==> src/hdl/s2cr_pkg.sv <==
// constants and register map of the second synthesizer control slice
// Functional notes
// - control bit 4 enables the secondary input doubler; resets to 1
// - four-bit pump gain code picks charge pump current, 0.4 to 6.4 mA
// - pump gain lives in control bits 3:0, read-write, resets to 0x8
// - 12-bit integer divider built from two consecutive byte registers
// - divider bits 11:8 in upper register bits 3:0, reset 0; 7:4 reserved
// - divider bits 7:0 fill the lower divider register, resets to 0x64
// - divider ratio equals code, codes 0 and 1 both give ratio 1
// - control bit 5 reserved read-write resetting 0; bits 7:6 reserved
package s2cr_pkg;
	localparam int ADDR_W = 8;
	localparam logic [7:0] OFS_CONTROL_B = 8'h48;
	localparam logic [7:0] OFS_DIV_HIGH = 8'h49;
	localparam logic [7:0] OFS_DIV_LOW = 8'h4a;
	localparam int POS_DOUBLER = 4;
	localparam int POS_RSV_RW = 5;
	localparam int POS_GAIN_LSB = 0;
	localparam int GAIN_W = 4;
	localparam int DIV_W = 12;
	localparam logic RST_DOUBLER = 1'b1;
	localparam logic RST_RSV_RW = 1'b0;
	localparam logic [3:0] RST_GAIN = 4'h8;
	localparam logic [3:0] RST_DIV_HIGH = 4'h0;
	localparam logic [7:0] RST_DIV_LOW = 8'h64;
	localparam logic [11:0] DIV_RATIO_MIN = 12'h001;
	localparam logic [12:0] RST_ICP = 13'h0af0;
	localparam logic [11:0] RST_RATIO = 12'h064;
	localparam logic [31:0] UNMAPPED_DATA = 32'h00000000;
	// pump current per code in microamps, unlisted codes 0 and 9 to 15 read as 0
	localparam logic [12:0] ICP_UA [0:15] = '{13'h0000, 13'h0190,
		13'h0320, 13'h0640, 13'h1900, 13'h04b0, 13'h07d0, 13'h0960,
		13'h0af0, 13'h0000, 13'h0000, 13'h0000, 13'h0000, 13'h0000,
		13'h0000, 13'h0000};
endpackage

==> src/hdl/s2cr_regs.sv <==
// avalon-mm register slice for the second synthesizer controls
`timescale 1ns/10ps
module s2cr_regs (
	input wire logic CLK,
	input wire logic RST_N,
	input wire logic [7:0] ADDRESS,
	input wire logic READ,
	input wire logic WRITE,
	input wire logic [31:0] WRITEDATA,
	input wire logic [3:0] BYTEENABLE,
	output logic [31:0] READDATA,
	output logic WAITREQUEST,
	output logic SEC_REF_DOUBLER_EN,
	output logic [3:0] SYNTH2_PUMP_GAIN,
	output logic [12:0] SYNTH2_PUMP_CURRENT_UA,
	output logic [11:0] SYNTH2_INT_DIVIDER,
	output logic [11:0] SYNTH2_DIV_RATIO
);

	// one wait state per access, then one idle cycle
	typedef enum logic {
		bus_idle,
		bus_answer
	} s2cr_bus_t;

	// reset release
	logic rst_meta_q;
	logic rst_meta_d;
	logic rst_sync_q;
	logic rst_sync_d;

	// bus handshake
	s2cr_bus_t bus_state_q;
	s2cr_bus_t bus_state_d;
	logic wait_q;
	logic wait_d;
	logic wr_strobe;
	logic rd_strobe;
	logic wr_ctl;
	logic wr_hi;
	logic wr_lo;

	// read data
	logic [31:0] rdata_q;
	logic [31:0] rdata_d;
	logic [7:0] rbyte;

	// control register fields
	logic doubler_q;
	logic doubler_d;
	logic rsv_q;
	logic rsv_d;
	logic [3:0] gain_q;
	logic [3:0] gain_d;

	// divider bytes
	logic [3:0] div_hi_q;
	logic [3:0] div_hi_d;
	logic [7:0] div_lo_q;
	logic [7:0] div_lo_d;
	logic [11:0] div_full;

	// derived analog settings
	logic [12:0] icp_q;
	logic [12:0] icp_d;
	logic [11:0] ratio_q;
	logic [11:0] ratio_d;

	// one address compare shared by the three write decoders
	function automatic logic hits(input logic [7:0] a,
		input logic [7:0] ofs);
		logic h;
		h = (a == ofs);
		return h;
	endfunction

	// divide ratio of a code; the two lowest codes both divide by one
	function automatic logic [11:0] ratio_of(input logic [11:0] code);
		logic [11:0] r;
		r = code;
		if (code < s2cr_pkg::DIV_RATIO_MIN) begin
			r = s2cr_pkg::DIV_RATIO_MIN;
		end
		return r;
	endfunction

	// unmapped addresses and reserved bits other than control bit 5 read as zero
	function automatic logic [7:0] rd_byte(input logic [7:0] a,
		input logic dbl, input logic rsv, input logic [3:0] g,
		input logic [3:0] hi, input logic [7:0] lo);
		logic [7:0] r;
		r = 8'h00;
		unique case (a)
			s2cr_pkg::OFS_CONTROL_B: begin
				r[s2cr_pkg::POS_RSV_RW] = rsv;
				r[s2cr_pkg::POS_DOUBLER] = dbl;
				r[3:0] = g;
			end
			s2cr_pkg::OFS_DIV_HIGH: r[3:0] = hi;
			s2cr_pkg::OFS_DIV_LOW: r = lo;
			default: r = 8'h00;
		endcase
		return r;
	endfunction

	always_comb begin
		rst_meta_d = 1'b1;
		rst_sync_d = rst_meta_q;
	end

	// release is synchronous so no flop sees reset drop near an edge
	// the second flop alone feeds the rest of the design
	always_ff @(posedge CLK or negedge RST_N) begin
		if (!RST_N) begin
			rst_meta_q <= 1'b0;
			rst_sync_q <= 1'b0;
		end else begin
			rst_meta_q <= rst_meta_d;
			rst_sync_q <= rst_sync_d;
		end
	end

	// bus handshake
	always_comb begin
		bus_state_d = bus_state_q;
		wait_d = 1'b1;
		unique case (bus_state_q)
			bus_idle: begin
				// a request seen here is answered on the next edge
				if (READ || WRITE) begin
					bus_state_d = bus_answer;
					wait_d = 1'b0;
				end
			end
			bus_answer: begin
				// the master drops its request here, so rest one cycle
				bus_state_d = bus_idle;
				wait_d = 1'b1;
			end
		endcase
	end

	always_ff @(posedge CLK or negedge rst_sync_q) begin
		if (!rst_sync_q) begin
			bus_state_q <= bus_idle;
			wait_q <= 1'b1;
		end else begin
			bus_state_q <= bus_state_d;
			wait_q <= wait_d;
		end
	end

	// a write lands only on the edge where waitrequest is seen low
	assign wr_strobe = (bus_state_q == bus_answer) && WRITE &&
		BYTEENABLE[0];
	assign rd_strobe = (bus_state_q == bus_idle) && READ;
	assign wr_ctl = wr_strobe && hits(ADDRESS, s2cr_pkg::OFS_CONTROL_B);
	assign wr_hi = wr_strobe && hits(ADDRESS, s2cr_pkg::OFS_DIV_HIGH);
	assign wr_lo = wr_strobe && hits(ADDRESS, s2cr_pkg::OFS_DIV_LOW);

	// read data are registered, hence the single wait state
	always_comb begin
		rbyte = rd_byte(ADDRESS, doubler_q, rsv_q, gain_q,
			div_hi_q, div_lo_q);
		rdata_d = rdata_q;
		if (rd_strobe) begin
			rdata_d = s2cr_pkg::UNMAPPED_DATA;
			rdata_d[7:0] = rbyte;
		end
	end

	always_ff @(posedge CLK or negedge rst_sync_q) begin
		if (!rst_sync_q) begin
			rdata_q <= s2cr_pkg::UNMAPPED_DATA;
		end else begin
			rdata_q <= rdata_d;
		end
	end

	// doubler enable
	always_comb begin
		doubler_d = doubler_q;
		if (wr_ctl) begin
			doubler_d = WRITEDATA[s2cr_pkg::POS_DOUBLER];
		end
	end

	always_ff @(posedge CLK or negedge rst_sync_q) begin
		if (!rst_sync_q) begin
			doubler_q <= s2cr_pkg::RST_DOUBLER;
		end else begin
			doubler_q <= doubler_d;
		end
	end

	// reserved bit kept only so software reads back what it wrote
	always_comb begin
		rsv_d = rsv_q;
		if (wr_ctl) begin
			rsv_d = WRITEDATA[s2cr_pkg::POS_RSV_RW];
		end
	end

	always_ff @(posedge CLK or negedge rst_sync_q) begin
		if (!rst_sync_q) begin
			rsv_q <= s2cr_pkg::RST_RSV_RW;
		end else begin
			rsv_q <= rsv_d;
		end
	end

	// pump gain code; unlisted codes are stored and read back as written
	always_comb begin
		gain_d = gain_q;
		if (wr_ctl) begin
			gain_d = WRITEDATA[3:0];
		end
	end

	always_ff @(posedge CLK or negedge rst_sync_q) begin
		if (!rst_sync_q) begin
			gain_q <= s2cr_pkg::RST_GAIN;
		end else begin
			gain_q <= gain_d;
		end
	end

	// divider bits 11:8; the reserved upper nibble is not stored
	always_comb begin
		div_hi_d = div_hi_q;
		if (wr_hi) begin
			div_hi_d = WRITEDATA[3:0];
		end
	end

	always_ff @(posedge CLK or negedge rst_sync_q) begin
		if (!rst_sync_q) begin
			div_hi_q <= s2cr_pkg::RST_DIV_HIGH;
		end else begin
			div_hi_q <= div_hi_d;
		end
	end

	// divider bits 7:0
	always_comb begin
		div_lo_d = div_lo_q;
		if (wr_lo) begin
			div_lo_d = WRITEDATA[7:0];
		end
	end

	always_ff @(posedge CLK or negedge rst_sync_q) begin
		if (!rst_sync_q) begin
			div_lo_q <= s2cr_pkg::RST_DIV_LOW;
		end else begin
			div_lo_q <= div_lo_d;
		end
	end

	// bytes land one at a time, so a mixed value shows in between
	assign div_full = {div_hi_q, div_lo_q};

	// pump current in microamps; unlisted codes give zero, not a guess
	always_comb begin
		icp_d = s2cr_pkg::ICP_UA[gain_q];
	end

	always_ff @(posedge CLK or negedge rst_sync_q) begin
		if (!rst_sync_q) begin
			icp_q <= s2cr_pkg::RST_ICP;
		end else begin
			icp_q <= icp_d;
		end
	end

	// clamped divide ratio
	always_comb begin
		ratio_d = ratio_of(div_full);
	end

	always_ff @(posedge CLK or negedge rst_sync_q) begin
		if (!rst_sync_q) begin
			ratio_q <= s2cr_pkg::RST_RATIO;
		end else begin
			ratio_q <= ratio_d;
		end
	end

	// every output below is a flop or a concatenation of flops
	assign READDATA = rdata_q;
	assign WAITREQUEST = wait_q;
	assign SEC_REF_DOUBLER_EN = doubler_q;
	assign SYNTH2_PUMP_GAIN = gain_q;
	assign SYNTH2_PUMP_CURRENT_UA = icp_q;
	assign SYNTH2_INT_DIVIDER = div_full;
	assign SYNTH2_DIV_RATIO = ratio_q;
endmodule

==> config.mk <==
export PLATFORM = sky130hd
export DESIGN_NAME = s2cr_regs
export DESIGN_NICKNAME = d
export VERILOG_FILES = /design/src/hdl/s2cr_pkg.sv /design/src/hdl/s2cr_regs.sv
export SDC_FILE = /design/constraint.sdc
export NUM_CORES = 1
export LEC_CHECK = 0
export ABC_AREA = 1
export ABC_CLOCK_PERIOD_IN_PS = 4770
export BUFFER_PORTS_ARGS = -buffer_cell sky130_fd_sc_hd__buf_2
export CORE_ASPECT_RATIO = 1.5
export CORE_MARGIN = 2
export CORE_UTILIZATION = 40
export DETAILED_ROUTE_END_ITERATION = 10
export PLACE_DENSITY = 0.72
export SYNTH_ARGS = -nofsm -noshare
export SYNTH_HDL_FRONTEND = slang
export SYNTH_SLANG_ARGS = --single-unit
export TNS_END_PERCENT = 20
==> constraint.sdc <==
create_clock -name CLK -period 4.77 [get_ports CLK]
set_clock_uncertainty 0.15 [all_clocks]
set_input_delay 0 -clock CLK [delete_from_list [all_inputs] [get_ports CLK]]
set_output_delay 0 -clock CLK [all_outputs]
set_load 0.03 [all_outputs]
# Word level (Yosys, flattened, before mapping)
# Memories as Yosys holds them, arrays and structs flattened. A register that Yosys moved wholly into a read port is not among the register bits.
# Cells that the tools add are included.
dict set report classes {
  n_reduce_logical 8
  bitwise_logic 2
  order_cmp 1
  n_mux 8
  n_eq_ne 3
}
# cell count
set ops {}
lappend ops {{$eq A8 B7 Y1 const B} 3}
lappend ops {{$lt A12 B1 Y1 const B} 1}
lappend ops {{$mux W12} 1}
lappend ops {{$pmux W4 S3} 1}
lappend ops {{$logic_and A1 B1 Y1} 6}
lappend ops {{$not A4 Y5} 1}
lappend ops {{$pmux W1 S2} 2}
lappend ops {{$pmux W2 S2} 1}
lappend ops {{$mux W1} 2}
lappend ops {{$mux W2} 1}
lappend ops {{$logic_not A1 Y1} 1}
lappend ops {{$logic_or A1 B1 Y1} 1}
lappend ops {{$not A1 Y1} 1}
dict set report totals {
  mem_bits_ro 208
  regBits 42
  mem_count 1
  inputBits 48
  elab_cells 34
  output_inout_bits 75
}
# memory depth word_bits rd rd_clocked_by_memory_dff write_ports line_no
set mem_list {}
lappend mem_list {{(name not given)} 16 13 1 1 0 s2cr_regs.sv:265} ;# icp_d = s2cr_pkg::ICP_UA[gain_q];

# Depth between registers and ports, before layout
dict set report logic_depth {
  word_depth 3
  ltp_mapped 9
  ltp_nobuf 7
}

# Least setup slack after synthesis
# OpenSTA, ideal clock, no wires.
dict set report synth_path {
  path_kind {register -> register}
  start {register gain_q[1] (netlist: SYNTH2_PUMP_GAIN[1])}
  end {register icp_q[7] (netlist: SYNTH2_PUMP_CURRENT_UA[7])}
  slack_ns 3.325
  n_path_buf 0
  arrival_time_ns 1.213
  period_less_slack_ns 1.445
  stages_incl_launch_ff 5
  setup_time_ns 0.082
  required_ns 4.538
  cell_sequence {dfrtp_1 > inv_1 > ha_1 > inv_1 > o211ai_1}
}
dict set report synth_between {
  elab_chain_len 1
}
# item line_no
set synth_rtl {}
lappend synth_rtl {{from (decl)} s2cr_regs.sv:53} ;# logic [3:0] gain_q;
lappend synth_rtl {{from (signal assigned)} s2cr_regs.sv:222} ;# gain_q <= s2cr_pkg::RST_GAIN;
lappend synth_rtl {{from (signal assigned)} s2cr_regs.sv:224} ;# gain_q <= gain_d;
lappend synth_rtl {{$not A4 Y5 (implied by the code)} s2cr_regs.sv:265}
lappend synth_rtl {{to (decl)} s2cr_regs.sv:64} ;# logic [12:0] icp_q;
# No other way between the ends.
# A chain may end at the register's enable or synchronous reset.

# Worst setup path after layout
dict set report layout_path {
  start {input WRITE}
  end {register div_lo_q[0]}
}
dict set report layout_between {
  elab_chain_len 3
}
# item line_no
set layout_rtl {}
lappend layout_rtl {{from (decl)} s2cr_regs.sv:8} ;# input wire logic WRITE,
lappend layout_rtl {{$logic_and A1 B1 Y1 (2 in series)} s2cr_regs.sv:154} ;# assign wr_strobe = (bus_state_q == bus_answer) && WRITE &&
lappend layout_rtl {{$logic_and A1 B1 Y1} s2cr_regs.sv:159} ;# assign wr_lo = wr_strobe && hits(ADDRESS, s2cr_pkg::OFS_DIV_LOW);
lappend layout_rtl {{to (signal assigned)} s2cr_regs.sv:254} ;# div_lo_q <= s2cr_pkg::RST_DIV_LOW;
lappend layout_rtl {{to (signal assigned)} s2cr_regs.sv:256} ;# div_lo_q <= div_lo_d;
lappend layout_rtl {{to (decl)} s2cr_regs.sv:59} ;# logic [7:0] div_lo_q;
# No other way between the ends.

==> impl_summary.txt <==
----------------------------------------------------
[Power]
  Leak Pwr ... 0.00153 uW
  Portion of total power attributed to the clock network ... 0.354
  IR drop worst, VDD ... roughly 0.14 mV
  Net switching share of the total power ... 0.252
  Int Pwr ... 633 uW
  Power per cell area ... around 300 nW/um2
  Sequential share of power ... 0.531
  Sw Pwr ... 213 uW
  Combinational Power Share ... 0.115

[Finish]
  Fraction of layout cells with a size suffix above 1 ... 0.339
  Final nets ... 368
  Number of filler cells placed in the layout ... approximately 550
  Final cell utilization of the core ... 0.490
  Multi-input logic area ... 787 um2
  Non-filler instance count after layout ... between 300 and 400
  Sequential cell area in the final layout ... 1270 um2
  Commonest cells after routing, fill and taps aside ... buf_2 (67), nand2_1 (52), dfrtp_1 (35), conb_1 (29), inv_1 (24)
  Area growth from synthesis to layout ... 20.2%
  Number of antenna repair diodes ... 0
  Most common cell after layout, fill and taps aside ... buf_2

[Setup path]
  Endpoint required time on the critical path ... 4.83 ns
  Critical path peak fanout ... 16
  Standard cell with the maximum stage delay on the critical path ... or2_1
  Biggest cell delay along the critical path ... 0.62 ns
  Worst setup EP type ... flop
  Crit path cell chain ... dlygate4sd3_1, buf_2, nand3_1, or2_1, nand2_1, o21ai_2
  Critical Setup Path Class ... in -> reg
  Critical path's top delay family ... simple AND/OR/NAND/NOR gates
  Critical Path AT ... around 1.7 ns
  Number of buffer and inverter stages on the critical path ... 2
  Critical path startpoint category ... primary input

[Clock network]
  Post-CTS clock slew at the launch and capture registers of the worst setup and hold paths ... roughly 0.08 ns
  Clock tree buffer depth ... 2
  Clock sink count ... 50
  PostCTS Resize Cnt ... 0
  Clock tree from TritonCTS ... yes
  H-tree Lvls ... 2
  Clock insertion delay at the later pin of the skew report ... around 0.30 ns
  Cts bufs inserted ... 5
  Root Buffer ... clkbuf_8

[Floorplan]
  Area of the die ... around 6500 um2
  Floorplan die height ... ~100 um
  Floorplan die width ... between 60 and 70 um
  I/O pins ... 123
  CORE AREA ... approximately 5700 um2
  Starting density of the core ... 0.407
  Cell Rows ... 34

[Routing]
  DRC Markers ... 0
  1st-iter DRT viols ... 81
  Total via count after detailed routing ... roughly 1700
  Via/cell ratio ... about 4.5
  Drt wl/cell ... roughly 11 um
  Detailed-routing iteration count for the pre-antenna-repair pass ... 5
  Post-route ant nets ... 0
  Drt total wl ... 4460 um

[Synth]
  Post-synth ARST share ... 1.00
  Area of the mapped netlist ... about 2300 um2
  Number of warnings printed during yosys synthesis ... 0
  Average cell area after synthesis ... roughly 9.5 um2
  Most frequently used flop master after synthesis ... dfrtp_1
  Number of enable-type register cells in the synthesized netlist ... 0
  Part of the Yosys area used for sequential elements ... 0.542
  Number of flip-flops and latches in the synthesized netlist ... 50
  Count of different cell masters after synthesis ... 24
  Number of cells produced by synthesis ... 246

[Global route]
  Leftover overflow at the end of global routing ... 0
  Number of antenna violations at the first check in global routing ... 0
  Vias in the first global route ... 1712
  Met2 routing resource usage after global routing ... 0.263
  Pin count of the biggest net entering global routing ... 49
  Global route hottest layer ... met2
  Global routing usage summed across all routing layers ... 0.145
  Met3 Track Usage GR ... 0.0267
  Met1 Usage GRT ... 0.159
  Wire length of the first global-routing pass ... ~7300 um

[Flow run]
  Number of max-cap violations ... 0

[Timing]
  Setup repair after global routing missed its margin ... no
  Total negative slack for setup checks ... 0 ns
  Relative slew slack ... 0.338
  Time the worst path needs with I/O delays and setup ... ~1.6 ns
  Worst slew pin tran ... just under 1 ns
  Count of final hold-check violations ... 0
  Period utilisation layout ... 0.338
  Final Max Slew Viols ... 0
  Count of final setup violators ... 0
  Fmax ... about 620 MHz

[Place]
  DPL Wire Length ... approximately 3400 um
  Count of buffers from port buffering ... 67
  Placed Cells incl. Taps ... about 370
  Placer congestion estimate ... between 0.8 and 0.9

[Worst hold path]
  Worst min-delay path class ... in -> reg

[Outcome]
  Run status ... finished, final reports clean

----------------------------------------------------
-- layout make-up --
| type | instances | share of cell area |
|---|---|---|
| multi-input combinational | 154 | 0.280 |
| timing repair buffer | 79 | 0.162 |
| clock buffer | 7 | 0.0307 |
| clock inverter | 1 | 0.0107 |
| sequential | 50 | 0.452 |
| inverter | 25 | 0.0334 |
| tap | 72 | 0.0320 |
-- worst paths after layout --
path | slack, ns | endpoint | startpoint | cells after the start
worst max register to register | 3.16 | div_lo_q[0]$_DFFE_PN0P_ | bus_state_q$_DFF_PN0_ | 4
worst max-delay path | 3.16 | div_lo_q[0]$_DFFE_PN0P_ | WRITE | 6
worst min register to register | 0.21 | rst_sync_q$_DFF_PN0_ | rst_meta_q$_DFF_PN0_ | 0
min in group asynchronous | 0.30 | div_lo_q[3]$_DFFE_PN0P_ | rst_sync_q$_DFF_PN0_ | 0
max in group asynchronous | 3.56 | SYNTH2_PUMP_CURRENT_UA[10]$_DFF_PN0_ | rst_sync_q$_DFF_PN0_ | 0
worst min-delay path | 0.009 | READDATA[0]$_DFFE_PN0P_ | READ | 4
-- stage by stage --
stage	hold WS [ns]	setup slack, ns	instance area [um2]	power [uW]
2_1_floorplan	-0.446	3.15	2440	541
3_5_place_dp	-0.365	3.08	2580	548
6_report	0.00862	3.16	2810	846
3_3_place_gp	-0.365	3.12	2580	546
5_1_grt	0.0419	3.06	2810	886
4_1_cts	0.0149	3.17	2810	856
-- registers in the layout, summed over array words and instances, names as in the netlist --
signal	cells
rst_meta_q	1
WAITREQUEST	1
rsv_q	1
READDATA	8
rst_sync_q	1
SYNTH2_PUMP_GAIN	4
div_hi_q	4
SEC_REF_DOUBLER_EN	1
div_lo_q	8
bus_state_q	1
SYNTH2_PUMP_CURRENT_UA	8
SYNTH2_DIV_RATIO	12
-- timing repair --
action | CTS | global route
hold buffers | 12 | 0
hold endpoints to repair | 22 | 0
buffers inserted | 0 | 0
-- worst register-to-register path: stages, from the launching register on --
cell	delay, ns
dfrtp_1	0.38
nand3_1	0.15
or2_1	0.63
nand2_1	0.14
o21ai_2	0.09
-- synth_stat cells (3+ instances only) --
library cell,number,area [um2]
nand3_1,23,115
dfrtp_1,36,901
dfstp_2,14,368
o21ai_2,8,70.1
nor4_1,3,18.8
clkbuf_1,11,41.3
inv_1,24,90.1
nand2_2,5,31.3
o21a_1,6,45.0
nand2_1,52,195
buf_4,29,218
nor2_1,4,15.0
o21ai_0,9,45.0
ha_1,5,62.6
-- power by group through the flow --
stage | Sequential [uW] | Clock, uW | Combinational [uW]
global placement | 458 | 0 | 88.1
detailed placement | 459 | 0 | 89.0
global route | 453 | 328 | 105
CTS | 450 | 308 | 97.5
finish | 450 | 299 | 97.4
floorplan | 472 | 0 | 68.5
-- kinds of logic (layout without fill, tap and decap cells) --
kind of cell / Yosys count / in the layout / share of synthesized area
AND/OR/NAND/NOR: 92 / 92 / 0.178
buffers and inverters: 69 / 112 / 0.165
flip-flops: 50 / 50 / 0.542
AO/OA/AOI/OAI: 28 / 28 / 0.0850
adder cells (fa/ha/maj): 5 / 5 / 0.0267
other: 2 / 29 / 0.00321
-- routing by layer --
metal  vias up  part of all wire
met5         -                 0
met4         0             0.023
met3         7             0.058
met2        70              0.54
met1       802              0.38
li1        848                 -
(Power assumes the default switching activity.)
